`src/rtl/pxb_pkg.sv`:
```
// Constants shared by the port crossbar and its pin synchroniser.
package pxb_pkg;

  // ==========================================================================
  // Sizes
  localparam int NUM_PINS  = 32;
  localparam int NUM_SIG   = 11;
  localparam int PIN_IDX_W = 5;

  // ==========================================================================
  // Register byte addresses
  localparam logic [7:0] ADDR_PORT_DATA_BASE  = 8'h00;
  localparam logic [7:0] ADDR_LATCH_VIEW_BASE = 8'h10;
  localparam logic [7:0] ADDR_OUT_MODE_BASE   = 8'h20;
  localparam logic [7:0] ADDR_P1_INMODE       = 8'h30;
  localparam logic [7:0] ADDR_CFG_FIRST       = 8'h34;
  localparam logic [7:0] ADDR_CFG_SECOND      = 8'h38;
  localparam logic [7:0] ADDR_CFG_THIRD       = 8'h3c;
  localparam logic [7:0] ADDR_BIT_ACCESS      = 8'h40;
  localparam logic [7:0] ADDR_ALLOC_STATUS    = 8'h44;

  // ==========================================================================
  // Field positions
  localparam int CFG1_FIRST_UART_BIT   = 0;
  localparam int CFG1_SMBUS_BIT   = 1;
  localparam int CFG1_SPI_BIT     = 2;
  localparam int CFG2_SECOND_UART_BIT   = 0;
  localparam int CFG2_CNVSTR_BIT  = 1;
  localparam int CFG3_XBAR_EN_BIT = 0;
  localparam int CFG3_EMIF_LO_BIT = 1;
  localparam int CFG3_PUD_BIT     = 2;
  localparam int BIT_IDX_LSB      = 0;
  localparam int BIT_VAL_BIT      = 8;

  // ==========================================================================
  // Reset values
  localparam logic [7:0] LATCH_RST    = 8'hff;
  localparam logic [7:0] OUT_MODE_RST = 8'h00;
  localparam logic [7:0] INMODE_RST   = 8'hff;
  localparam logic [7:0] CFG_RST      = 8'h00;

  // ==========================================================================
  // Peripheral signals in priority order, lowest index served first
  localparam int SIG_TX0  = 0;
  localparam int SIG_RX0  = 1;
  localparam int SIG_SDA  = 2;
  localparam int SIG_SCL  = 3;
  localparam int SIG_SCK  = 4;
  localparam int SIG_MISO = 5;
  localparam int SIG_MOSI = 6;
  localparam int SIG_NSS  = 7;
  localparam int SIG_TX1  = 8;
  localparam int SIG_RX1  = 9;
  localparam int SIG_CNV  = 10;
  localparam logic [10:0] SIG_IS_INPUT  = 11'h6a2;
  localparam logic [10:0] SIG_ALWAYS_OD = 11'h00c;

  // ==========================================================================
  // Fixed pin positions
  localparam int PIN_WR  = 7;
  localparam int PIN_RD  = 6;
  localparam int PIN_ALE = 5;
  localparam int P1_BASE = 8;

endpackage

```
`src/rtl/pxb_pin_sync.sv`:
```
// Two-stage synchroniser for the port pin inputs.
`timescale 1ns/1ns
module pxb_pin_sync
  import pxb_pkg::*;
(
  input  wire logic                pclk,
  input  wire logic                presetn,
  input  wire logic [NUM_PINS-1:0] pin_async,
  output logic      [NUM_PINS-1:0] pin_sync
);

  // ==========================================================================
  // Synchroniser chain
  logic [NUM_PINS-1:0] stage_one;

  // The first stage feeds only the second, so metastability never spreads.
  always_ff @(posedge pclk or negedge presetn)
  begin
    if (!presetn)
    begin
      stage_one <= '0;
      pin_sync  <= '0;
    end
    else
    begin
      stage_one <= pin_async;
      pin_sync  <= stage_one;
    end
  end

endmodule // pxb_pin_sync

```
`src/rtl/pxb_crossbar.sv`:
```
// Port latches, priority crossbar and pin drivers for ports zero to three.
`timescale 1ns/1ns
module pxb_crossbar
  import pxb_pkg::*;
(
  input  wire logic                pclk,
  input  wire logic                presetn,
  input  wire logic                psel,
  input  wire logic                penable,
  input  wire logic                pwrite,
  input  wire logic [7:0]          paddr,
  input  wire logic [31:0]         pwdata,
  output logic      [31:0]         prdata,
  output logic                     pready,
  output logic                     pslverr,
  input  wire logic [NUM_PINS-1:0] pin_in,
  output logic      [NUM_PINS-1:0] pin_out,
  output logic      [NUM_PINS-1:0] pin_oe,
  output logic      [NUM_PINS-1:0] pin_pullup_en,
  input  wire logic                first_uart_tx,
  output logic                     first_uart_rx,
  input  wire logic                first_uart_mode0,
  input  wire logic                smbus_sda_out,
  output logic                     smbus_sda_in,
  input  wire logic                smbus_scl_out,
  output logic                     smbus_scl_in,
  input  wire logic                spi_sck,
  output logic                     spi_miso,
  input  wire logic                spi_mosi,
  output logic                     spi_nss,
  input  wire logic                second_uart_tx,
  output logic                     second_uart_rx,
  input  wire logic                second_uart_mode0,
  output logic                     second_adc_convert_strobe,
  input  wire logic                emif_active,
  input  wire logic                emif_muxed_mode,
  input  wire logic [NUM_PINS-1:0] emif_pin_mask,
  input  wire logic [NUM_PINS-1:0] emif_pin_out,
  input  wire logic [NUM_PINS-1:0] emif_pin_oe,
  output logic                     emif_upper_select
);

  // ==========================================================================
  // Storage and wiring
  logic [NUM_PINS-1:0]  latch;
  logic [NUM_PINS-1:0]  out_mode;
  logic [7:0]           p1_inmode;
  logic [7:0]           crossbar_config_first;
  logic [7:0]           crossbar_config_second;
  logic [7:0]           crossbar_config_third;
  logic [NUM_PINS-1:0]  pin_sync;
  logic [NUM_PINS-1:0]  pin_read;
  logic [NUM_PINS-1:0]  analog_mask;
  logic [NUM_PINS-1:0]  skip;
  logic [NUM_PINS-1:0]  emif_take;
  logic [NUM_PINS-1:0]  pin_owned;
  logic [NUM_PINS-1:0]  pin_is_in;
  logic [NUM_PINS-1:0]  pin_val;
  logic [NUM_PINS-1:0]  pin_od;
  logic [NUM_PINS-1:0]  next_pin_out;
  logic [NUM_PINS-1:0]  next_pin_oe;
  logic [NUM_PINS-1:0]  next_pin_pullup;
  logic [NUM_SIG-1:0]   sig_en;
  logic [NUM_SIG-1:0]   sig_out;
  logic [NUM_SIG-1:0]   sig_od;
  logic [NUM_SIG-1:0]   sig_ok;
  logic [NUM_SIG-1:0]   sig_in_q;
  logic [PIN_IDX_W-1:0] sig_pin [NUM_SIG];
  logic                 crossbar_global_enable;
  logic                 ext_mem_low_port_select;
  logic                 pullup_global_disable;
  logic                 wr_access;
  logic                 rd_setup;
  logic [4:0]           byte_base;
  logic [31:0]          next_rdata;
  logic                 next_err;

  assign crossbar_global_enable  = crossbar_config_third[CFG3_XBAR_EN_BIT];
  assign ext_mem_low_port_select = crossbar_config_third[CFG3_EMIF_LO_BIT];
  assign pullup_global_disable   = crossbar_config_third[CFG3_PUD_BIT];
  assign emif_upper_select       = !ext_mem_low_port_select;

  // ==========================================================================
  // Pin input synchroniser
  pxb_pin_sync u_sync (
    .pclk      (pclk),
    .presetn   (presetn),
    .pin_async (pin_in),
    .pin_sync  (pin_sync)
  );

  // Analog port-one pins read as zero and are kept out of allocation.
  assign analog_mask = {16'h0000, ~p1_inmode, 8'h00};
  assign pin_read    = pin_sync & ~analog_mask;

  // The memory interface overrides its pins only while a move is running.
  assign emif_take = {NUM_PINS{emif_active && ext_mem_low_port_select}} & emif_pin_mask;

  // ==========================================================================
  // APB slave: zero wait states, read data captured in the setup cycle.
  assign pready    = 1'b1;
  assign wr_access = psel && penable && pwrite;
  assign rd_setup  = psel && !penable;
  assign byte_base = {paddr[3:2], 3'b000};

  always_comb
  begin
    next_rdata = 32'h0000_0000;
    next_err   = 1'b0;
    if (paddr[1:0] != 2'b00)
      next_err = 1'b1;
    else if (paddr[7:4] == ADDR_PORT_DATA_BASE[7:4])
      next_rdata[7:0] = pin_read[byte_base +: 8];
    else if (paddr[7:4] == ADDR_LATCH_VIEW_BASE[7:4])
      next_rdata[7:0] = latch[byte_base +: 8];
    else if (paddr[7:4] == ADDR_OUT_MODE_BASE[7:4])
      next_rdata[7:0] = out_mode[byte_base +: 8];
    else if (paddr == ADDR_P1_INMODE)
      next_rdata[7:0] = p1_inmode;
    else if (paddr == ADDR_CFG_FIRST)
      next_rdata[7:0] = crossbar_config_first;
    else if (paddr == ADDR_CFG_SECOND)
      next_rdata[7:0] = crossbar_config_second;
    else if (paddr == ADDR_CFG_THIRD)
      next_rdata[7:0] = crossbar_config_third;
    else if (paddr == ADDR_BIT_ACCESS)
      next_rdata = 32'h0000_0000;
    else if (paddr == ADDR_ALLOC_STATUS)
      next_rdata = pin_owned;
    else
      next_err = 1'b1;
  end

  // Registering at setup keeps prdata a flop output with no extra wait.
  always_ff @(posedge pclk or negedge presetn)
  begin
    if (!presetn)
    begin
      prdata  <= 32'h0000_0000;
      pslverr <= 1'b0;
    end
    else if (rd_setup)
    begin
      prdata  <= next_rdata;
      pslverr <= next_err;
    end
  end

  // Port latches: byte writes through either view, or one bit at a time.
  // A latch under a claimed pin still stores, it just does not reach the pin.
  always_ff @(posedge pclk or negedge presetn)
  begin
    if (!presetn)
      latch <= {4{LATCH_RST}};
    else if (wr_access && paddr[1:0] == 2'b00 &&
             (paddr[7:4] == ADDR_PORT_DATA_BASE[7:4] ||
              paddr[7:4] == ADDR_LATCH_VIEW_BASE[7:4]))
      latch[byte_base +: 8] <= pwdata[7:0];
    else if (wr_access && paddr == ADDR_BIT_ACCESS)
      latch[pwdata[BIT_IDX_LSB +: PIN_IDX_W]] <= pwdata[BIT_VAL_BIT];
  end

  // Output mode bits, open-drain after reset.
  always_ff @(posedge pclk or negedge presetn)
  begin
    if (!presetn)
      out_mode <= {4{OUT_MODE_RST}};
    else if (wr_access && paddr[1:0] == 2'b00 && paddr[7:4] == ADDR_OUT_MODE_BASE[7:4])
      out_mode[byte_base +: 8] <= pwdata[7:0];
  end

  // Crossbar configuration and port-one input modes.
  always_ff @(posedge pclk or negedge presetn)
  begin
    if (!presetn)
    begin
      p1_inmode              <= INMODE_RST;
      crossbar_config_first  <= CFG_RST;
      crossbar_config_second <= CFG_RST;
      crossbar_config_third  <= CFG_RST;
    end
    else if (wr_access)
    begin
      if (paddr == ADDR_P1_INMODE)
        p1_inmode <= pwdata[7:0];
      else if (paddr == ADDR_CFG_FIRST)
        crossbar_config_first <= pwdata[7:0];
      else if (paddr == ADDR_CFG_SECOND)
        crossbar_config_second <= pwdata[7:0];
      else if (paddr == ADDR_CFG_THIRD)
        crossbar_config_third <= pwdata[7:0];
    end
  end

  // ==========================================================================
  // Priority crossbar
  // One enable covers every signal of a serial peripheral.
  assign sig_en = {crossbar_config_second[CFG2_CNVSTR_BIT],
                   {2{crossbar_config_second[CFG2_SECOND_UART_BIT]}},
                   {4{crossbar_config_first[CFG1_SPI_BIT]}},
                   {2{crossbar_config_first[CFG1_SMBUS_BIT]}},
                   {2{crossbar_config_first[CFG1_FIRST_UART_BIT]}}};

  // Pure inputs contribute a dummy one that is never driven.
  assign sig_out = {1'b1, 1'b1, second_uart_tx, 1'b1, spi_mosi, 1'b1, spi_sck,
                    smbus_scl_out, smbus_sda_out, 1'b1, first_uart_tx};

  // Signals that must never drive high, whatever the mode bits say.
  always_comb
  begin
    sig_od          = SIG_ALWAYS_OD;
    sig_od[SIG_RX0] = first_uart_mode0;
    sig_od[SIG_RX1] = second_uart_mode0;
  end

  // Pins lost to analog inputs and to low-port memory strobes.
  always_comb
  begin
    skip = analog_mask;
    if (ext_mem_low_port_select)
    begin
      skip[PIN_WR] = 1'b1;
      skip[PIN_RD] = 1'b1;
      if (emif_muxed_mode)
        skip[PIN_ALE] = 1'b1;
    end
  end

  // Each enabled signal takes the lowest free, non-skipped pin. The search
  // is combinational, so a configuration change reshuffles pins at once;
  // software is expected to set this up before enabling the drivers.
  always_comb
  begin
    logic found;
    found     = 1'b0;
    pin_owned = '0;
    pin_is_in = '0;
    pin_val   = '0;
    pin_od    = '0;
    sig_ok    = '0;
    for (int s = 0; s < NUM_SIG; s++)
    begin
      sig_pin[s] = '0;
      found      = 1'b0;
      if (sig_en[s])
      begin
        for (int p = 0; p < NUM_PINS; p++)
        begin
          if (!found && !skip[p] && !pin_owned[p])
          begin
            found        = 1'b1;
            pin_owned[p] = 1'b1;
            pin_is_in[p] = SIG_IS_INPUT[s];
            pin_val[p]   = sig_out[s];
            pin_od[p]    = sig_od[s];
            sig_ok[s]    = 1'b1;
            sig_pin[s]   = PIN_IDX_W'(p);
          end
        end
      end
    end
  end

  // Peripheral inputs see their pin only while routed; idle level is high.
  always_ff @(posedge pclk or negedge presetn)
  begin
    if (!presetn)
      sig_in_q <= '1;
    else
      for (int s = 0; s < NUM_SIG; s++)
        sig_in_q[s] <= (crossbar_global_enable && sig_ok[s]) ?
                       pin_sync[sig_pin[s]] : 1'b1;
  end

  assign first_uart_rx             = sig_in_q[SIG_RX0];
  assign smbus_sda_in              = sig_in_q[SIG_SDA];
  assign smbus_scl_in              = sig_in_q[SIG_SCL];
  assign spi_miso                  = sig_in_q[SIG_MISO];
  assign spi_nss                   = sig_in_q[SIG_NSS];
  assign second_uart_rx            = sig_in_q[SIG_RX1];
  assign second_adc_convert_strobe = sig_in_q[SIG_CNV];

  // ==========================================================================
  // Pin drivers
  for (genvar p = 0; p < NUM_PINS; p++)
  begin : g_pin
    logic val;
    logic push_pull;
    logic drive;

    always_comb
    begin
      if (emif_take[p])
      begin
        val       = emif_pin_out[p];
        push_pull = 1'b0;
        drive     = crossbar_global_enable && emif_pin_oe[p];
      end
      else
      begin
        val       = pin_owned[p] ? pin_val[p] : latch[p];
        push_pull = out_mode[p] && !pin_od[p];
        drive     = crossbar_global_enable && !pin_is_in[p] &&
                    (!val || push_pull);
      end
    end

    assign next_pin_out[p]    = val;
    // A pin pulling low would only fight its own pullup.
    assign next_pin_pullup[p] = !pullup_global_disable && !(drive && !val) &&
                                !analog_mask[p];
    assign next_pin_oe[p]     = drive;
  end

  always_ff @(posedge pclk or negedge presetn)
  begin
    if (!presetn)
    begin
      pin_out       <= '1;
      pin_oe        <= '0;
      pin_pullup_en <= '1;
    end
    else
    begin
      pin_out       <= next_pin_out;
      pin_oe        <= next_pin_oe;
      pin_pullup_en <= next_pin_pullup;
    end
  end
endmodule // pxb_crossbar

```
`config.mk`:
```
export PLATFORM = sky130hd
export DESIGN_NAME = pxb_crossbar
export DESIGN_NICKNAME = d
export VERILOG_FILES = /design/src/rtl/pxb_pkg.sv /design/src/rtl/pxb_pin_sync.sv /design/src/rtl/pxb_crossbar.sv
export SDC_FILE = /design/constraint.sdc
export NUM_CORES = 1
export LEC_CHECK = 0
export ABC_AREA = 1
export BUFFER_PORTS_ARGS = -buffer_cell sky130_fd_sc_hd__buf_2
export CAP_MARGIN = 25
export CORE_MARGIN = 8
export CORE_UTILIZATION = 55
export CTS_CLUSTER_DIAMETER = 200
export CTS_CLUSTER_SIZE = 30
export DETAILED_ROUTE_END_ITERATION = 7
export PLACE_DENSITY_LB_ADDON = 0.2
export SLEW_MARGIN = 10
export SYNTH_ARGS = -nofsm -noshare
export SYNTH_HDL_FRONTEND = slang
export SYNTH_SLANG_ARGS = --single-unit
export TNS_END_PERCENT = 1
```
`constraint.sdc`:
```
create_clock -name pclk -period 9.2 [get_ports pclk]
set_clock_uncertainty 0.05 [all_clocks]
set_input_delay 1.84 -clock pclk [delete_from_list [all_inputs] [get_ports pclk]]
set_output_delay 1.84 -clock pclk [all_outputs]
set_load 0.02 [all_outputs]
```
Word level (Yosys, flattened, before mapping)
Index checks and enable logic that the tools add are counted.
- shift operators: 5
- bitwise logic cells: 4
- add/subtract/negate cells: 1
- muxes and demuxes: 4450
- order comparisons: 13
- eq/ne operators: 15
- divide/modulo/power cells: 0
- reduce and logical (&&, ||, !) cells: 1497
- $mul: 0
- operators with widths (cell ; number):
    $mux 1 ; 3570
    $mux 5 ; 698
    $mux 32 ; 66
    $mux 24 ; 35
    $logic_not 1->1 ; 805
    $logic_and 1x1->1 ; 651
    $mux 8 ; 65
    $bwmux 32 ; 3
    $shiftx 32x6->8 ; 3
    $lt 5x6->1 const B ; 12
    $and 32x32->32 ; 2
    $bmux 1 s5 ; 11
    $logic_or 1x1->1 ; 33
    $eq 8x6->1 const B ; 4
    $not 16->32 ; 1
    $shift 8x7->32 const A ; 1
    $shiftx 8x7->32 ; 1
    $eq 8x7->1 const B ; 2
    $ne 2x1->1 const B ; 4
    $not 8->8 ; 1
    $neg 5->7 ; 1
    $ne 2x2->1 const B ; 3
    $demux 1 s5 ; 1
    $ge 5x1->1 const B ; 1
    10 further kinds ; 11
- input bits: 183
- bits in registers: 300
- output and inout bits: 138
- bits in read-only memories: 0
- logic and storage cells: 5999
- memories: 0
- bits in writable memories: 0
- latch bits: 0

Depth between registers and ports, before layout
- depth in word-level cells: 1521
- mapped depth: 37
- mapped depth without buffers: 35

Cells and area by module
From an unflattened synthesis, not the netlist that was laid out.
- cell total of the unflattened synthesis: 2244
- area total of the unflattened synthesis: 17066.4 µm²
- by module, submodules not included (module ; area an instance (µm²) ; seq. area each (µm²) ; cells an instance ; instances):
    pxb_crossbar ; 15464.8 ; 5694.2 ; 2180 ; 1
    pxb_pin_sync ; 1601.5 ; 1601.5 ; 64 ; 1

Least setup slack after synthesis
Ideal clock, no wire load.
- kind: in2reg
- from: input port emif_muxed_mode
- to: register sig_in_q[10]
- path buffers: 2
- arrival: 4698 ps
- stages: 29
- path slack: 4392 ps
- cell sequence: nand2_1 -> buf_4 -> nand3_2 -> nand3_2 -> nand2_2 -> nand2_2 -> nand2_2 -> nor2_4 -> o21ai_1 -> a21oi_2 -> o21ai_1 -> a21oi_2 -> o21ai_1 -> a21oi_4 -> nand3_1 -> nand2_1 -> inv_1 -> nand2_2 -> nand2_2 -> inv_2 -> nand4_4 -> buf_4 -> o21ai_1 -> nand2_1 -> nand3_1 -> nand3_1 -> nand2_1 -> inv_1 -> nand2_1
- word-level cells in the longest chain between the ends: 175
- elaborated cells between the ends (all ways): 2119
- ends and longest elaborated chain (item ; RTL line ; source):
    from (decl) ; pxb_crossbar.sv:36 ; input wire logic emif_muxed_mode,
    $mux 1 (*) ; pxb_crossbar.sv:224 ; if (emif_muxed_mode)
    $mux 1 (*) ; pxb_crossbar.sv:220 ; if (ext_mem_low_port_select)
    $mux 3 (*) ; pxb_crossbar.sv:220 ;
    $logic_not 1->1 (*) ; pxb_crossbar.sv:249 ; if (!found && !skip[p] && !pin_owned[p])
    $logic_and 1x1->1 ; pxb_crossbar.sv:249 ;
    $mux 1 ; pxb_crossbar.sv:249 ;
    $mux 1 ; pxb_crossbar.sv:245 ; if (sig_en[s])
    $mux 32 ; pxb_crossbar.sv:245 ;
    [... 158 more ...] ; - ;
    $mux 1 / $mux 32 (equally long branches) ; pxb_crossbar.sv:245 ;
    $logic_not 1->1 ; pxb_crossbar.sv:249 ;
    $logic_and 1x1->1 ; pxb_crossbar.sv:249 ;
    $mux 5 ; pxb_crossbar.sv:249 ;
    $mux 5 (2 in a row) ; pxb_crossbar.sv:245 ;
    $bmux 1 s5 ; pxb_crossbar.sv:272 ; pin_sync[sig_pin[s]] : 1'b1;
    $mux 1 (implied by the code) ; pxb_crossbar.sv:272 ;
    $mux 1 (*) ; pxb_crossbar.sv:271 ; sig_in_q[s] <= (crossbar_global_enable && sig_ok[s]) ?
    to (signal, indexed assignment) ; pxb_crossbar.sv:271 ;
    to (decl) ; pxb_crossbar.sv:67 ; logic [NUM_SIG-1:0] sig_in_q;
Mark *: on every way between the ends. The rest lies on a longest branch, timed or not. The select of a mux whose other input is x is not followed.
A chain may end at the register's enable or synchronous reset.

Final worst setup path
- from: register crossbar_config_first[1]
- to: register sig_in_q[10]
- word-level cells in the longest chain between the ends: 177
- elaborated cells between the ends (all ways): 1848
- ends and longest elaborated chain (item ; RTL line ; source):
    from (decl) ; pxb_crossbar.sv:48 ; logic [7:0] crossbar_config_first;
    from (signal assigned) ; pxb_crossbar.sv:187 ; crossbar_config_first <= pwdata[7:0];
    $mux 32 ; pxb_crossbar.sv:245 ;
    $mux 1 ; pxb_crossbar.sv:249 ;
    $mux 1 ; pxb_crossbar.sv:245 ;
    $logic_not 1->1 ; pxb_crossbar.sv:249 ;
    $logic_and 1x1->1 ; pxb_crossbar.sv:249 ;
    $mux 1 ; pxb_crossbar.sv:249 ;
    $mux 1 ; pxb_crossbar.sv:245 ;
    $logic_not 1->1 / $mux 32 (equally long branches) ; pxb_crossbar.sv:249, pxb_crossbar.sv:245 ;
    [... 160 more ...] ; - ;
    $mux 1 / $mux 32 (equally long branches) ; pxb_crossbar.sv:245 ;
    $logic_not 1->1 ; pxb_crossbar.sv:249 ;
    $logic_and 1x1->1 ; pxb_crossbar.sv:249 ;
    $mux 5 ; pxb_crossbar.sv:249 ;
    $mux 5 (2 in a row) ; pxb_crossbar.sv:245 ;
    $bmux 1 s5 ; pxb_crossbar.sv:272 ;
    $mux 1 (implied by the code) ; pxb_crossbar.sv:272 ;
    $mux 1 (*) ; pxb_crossbar.sv:271 ;
Marks and branches as above.

==> summary.md <==
| Metric | Value |
|---|---|
| Post-DP Area | `0.01854 mm2` |
| Synthesized flop and latch total | `about 290` |
| Drt pass-1 iters | `6` |
| Layout area overhead | `11.88%` |
| Initial Util | `55.67%` |
| Worst Reg-to-Reg Cells | `30` |
| Filler Cell Count | `approximately 2800` |
| EDFF count, synth | `0` |
| Final Cycle Share | `roughly 64%` |
| FMAX | `between 0.15 and 0.2 GHz` |
| Switch Pwr | `approximately 0.60 mW` |
| Gr ovfl total | `0` |
| Die Height | `191.5 um` |
| Tmin final | `between 5 and 6 ns` |
| Reg clk slew, reported paths | `around 0.12 ns` |
| First-pass GRT wire length | `just over 100000 um` |
| GR Util met1 | `about 48%` |
| CP Class | `flop to flop` |
| Post-synthesis average cell area | `roughly 7.5 um2` |
| Row cnt | `64` |
| Setup TNS | `0 ns` |
| Num ports | `around 320` |
| Headroom to the max-slew limit | `31.79%` |
| Layout cells sized above 1 | `22.02%` |
| Total chip power | `between 2 and 2.5 mW` |
| Largest net degree at the start of global routing | `around 150` |
| Worst Tran Pin Value | `roughly 1 ns` |
| # port buffers | `roughly 290` |
| Post-Synthesis Cells | `between 2000 and 2500` |
| Leading cell types in the layout, fill and taps excluded | `474 x nand2_1, 285 x buf_2, 268 x inv_1` |
| Gr busiest metal | `met2` |
| Cts repair resizes | `0` |
| Hold slack | `~0.31 ns` |
| Worst path most repeated cell | `nand2_1` |
| Crit path capture type | `flop` |
| Vias post-DR | `17790` |
| Worst Path Required | `~9.6 ns` |
| Async SR Flop Fraction | `100.0%` |
| Hold crit path type | `flop to flop` |
| CTS tree | `yes` |
| Worst Hold Launch | `u_sync.stage_one[28]` |
| Worst Hold Depth | `0` |
| Reg2reg start | `crossbar_config_first[1]` |
| Clock Latency Late Sink | `between 0.5 and 0.6 ns` |
| Commonest non-fill, non-tap cell in the layout | `nand2_1` |
| Internal | `~1.6 mW` |
| Slowest CP cell | `dfrtp_1` |
| Max_cap viols | `0` |
| Reg power frac | `58.8%` |
| Met2 Use GR | `a little under three fifths` |
| Die ar. | `0.03667 mm2` |
| Vias in the first global route | `17030` |
| Post-CTS setup repair buffer count | `0` |
| Clock share of power | `a little under a third` |
| DIE WIDTH | `approximately 190 um` |
| CP startpoint | `crossbar_config_first[1]` |
| Slew Viols, Final | `0` |
| Max FO, Critical Path | `15` |
| Post-detail-place hpwl | `roughly 52000 um` |
| Clk root buf | `clkbuf_16` |
| Bufs on Longest Clock Path | `3` |
| Initial DRC Count | `about 2200` |
| Comb pwr share | `10.3%` |
| Leakage | `~9 nW` |
| VDD IR max | `0.1687 mV` |
| Met3 Use GR | `8.227%` |
| P per Cell Area | `about 120 mW/mm2` |
| Synth Warn # | `0` |
| Drt drc | `0` |
| Final hold violations | `0` |
| Initial antenna violation count | `0` |
| RSZ-0062 raised after global routing | `no` |
| Total global-route track usage | `about 36%` |
| Per-cell routed wire length | `23.67 um` |
| Seq/Total Area, Yosys | `between 40 and 50%` |
| Placer Congestion | `1.016` |
| Switching share of total power | `approximately 27%` |
| Via density | `just over 6` |
| Worst setup SP type | `flop` |
| Synthesized area | `between 0.015 and 0.02 mm2` |
| Final WL | `67890 um` |
| Distinct cells, synth | `65` |
| Final ANT Viol Nets | `0` |
| Predominant post-synthesis flop cell | `dfrtp_1` |
| H-tree depth | `1` |
| Status | `finished clean` |
| Hold Buf Count CTS | `0` |
| Final setup fails | `0` |
| Final nets | `between 2000 and 3000` |
| Final instance area | `between 0.015 and 0.02 mm2` |
| Worst path arrival time | `around 6.3 ns` |
| Total core area | `between 0.03 and 0.04 mm2` |
| CP peak stage delay | `roughly 0.62 ns` |
| CTS Buf Count | `13` |
| Num Clock Sinks | `approximately 290` |
-- registers in the layout, indices dropped and copies added, names as in the netlist --
signal and cells:
latch 32, out_mode 32, pin_oe 32, pin_out 32, pin_pullup_en 32, u_sync.pin_sync 32, u_sync.stage_one 32, prdata 22
crossbar_config_first 8, crossbar_config_second 8, crossbar_config_third 8, p1_inmode 8, sig_in_q 7, pslverr 1
-- power groups by stage --
stage | combinational, mW | clock, mW | sequential (mW)
3_5_place_dp | 0.223 | 0 | 1.33
6_report | 0.231 | 0.690 | 1.31
4_1_cts | 0.224 | 0.694 | 1.31
5_1_grt | 0.248 | 0.736 | 1.32
3_3_place_gp | 0.219 | 0 | 1.33
2_1_floorplan | 0.102 | 0 | 1.33
-- cell usage after synthesis, types with 5 or more instances --
master	count	area share [%]
nand4_1	40	1.5
a41oi_1	5	0.26
nor2_2	6	0.22
buf_2	11	0.32
o211ai_1	24	1.1
o221a_2	8	0.53
dfrtp_1	175	26
mux2_2	8	0.53
o2111ai_1	16	0.83
inv_2	28	0.62
buf_1	9	0.20
o31ai_1	28	1.2
nand3_1	128	3.8
clkinv_1	7	0.16
a41o_1	9	0.53
nor2_1	163	3.6
nor2_4	5	0.33
o21ai_0	214	6.3
clkbuf_1	71	1.6
ha_1	12	0.89
nor3_1	35	1.0
nand3_2	12	0.71
a21oi_1	180	5.3
a31oi_1	25	0.92
a21oi_2	13	0.67
dfstp_2	111	17
a211oi_1	8	0.35
nand2_2	16	0.59
nor4_1	7	0.26
o32ai_1	8	0.41
o21ai_1	30	0.89
a32o_1	7	0.41
buf_4	14	0.62
o221ai_1	8	0.41
nand2_1	474	11
inv_1	268	5.9
-- path summary, 6_finish.rpt --
| check | endpoint | slack, ns |
|---|---|---|
| max reg2reg | sig_in_q[10] | 3.31 |
| min reg2reg | u_sync.pin_sync[28] | 0.31 |
| min in group asynchronous | pin_oe[6] | 1.24 |
| max in group asynchronous | pslverr | 6.59 |
| min | u_sync.pin_sync[28] | 0.31 |
| max | sig_in_q[10] | 3.31 |
-- worst max-delay path, delay by kind of cell, from the launching register on --
kind	cells	cell delay [ns]
AO/OA/AOI/OAI	3	0.50
AND/OR/NAND/NOR	21	3.47
adder cells (fa/ha/maj)	1	0.49
flip-flops	1	0.62
buffers and inverters	5	0.67
-- cell families after synthesis --
logic type,Yosys count,share of synthesized area (%)
AOI/OAI and AO/OA,619,22.11
adders and majority gates,12,0.8864
buffers and inverters,414,9.780
DFF,286,43.07
muxes,11,0.7091
other,2,0.04434
and+or+nand+nor,901,23.40
-- per-stage QoR --
stage | utilization (%) | worst slack, ns | instances
floorplan | - | 4.392 | 2254
global placement | 60.90 | 3.035 | 2842
detailed placement | 60.92 | 2.981 | 2843
CTS | 62.16 | 3.499 | 2865
global route | 62.27 | 2.831 | 2867
finish | 62.28 | 3.313 | 2868
-- area by class of cell --
type | count | area (um2) | share of cell area, %
inverters | 305 | 1151 | 6.074
clock buffers | 20 | 351.6 | 1.855
well taps | 396 | 495.5 | 2.614
flip-flops and latches | 286 | 7297 | 38.50
diodes | 1 | 2.502 | 0.01320
repair buffers | 304 | 1609 | 8.490
clock inverters | 2 | 25.02 | 0.1320
multi-input cells | 1554 | 8020 | 42.32
-- metal layers --
layer | up-vias | wire length, um
met5 | - | 0
met4 | 0 | 3682
met3 | 207 | 8086
met2 | 1151 | 29690
met1 | 8401 | 26430
li1 | 8029 | -
Note: power is estimated with default switching activity, not from simulation.
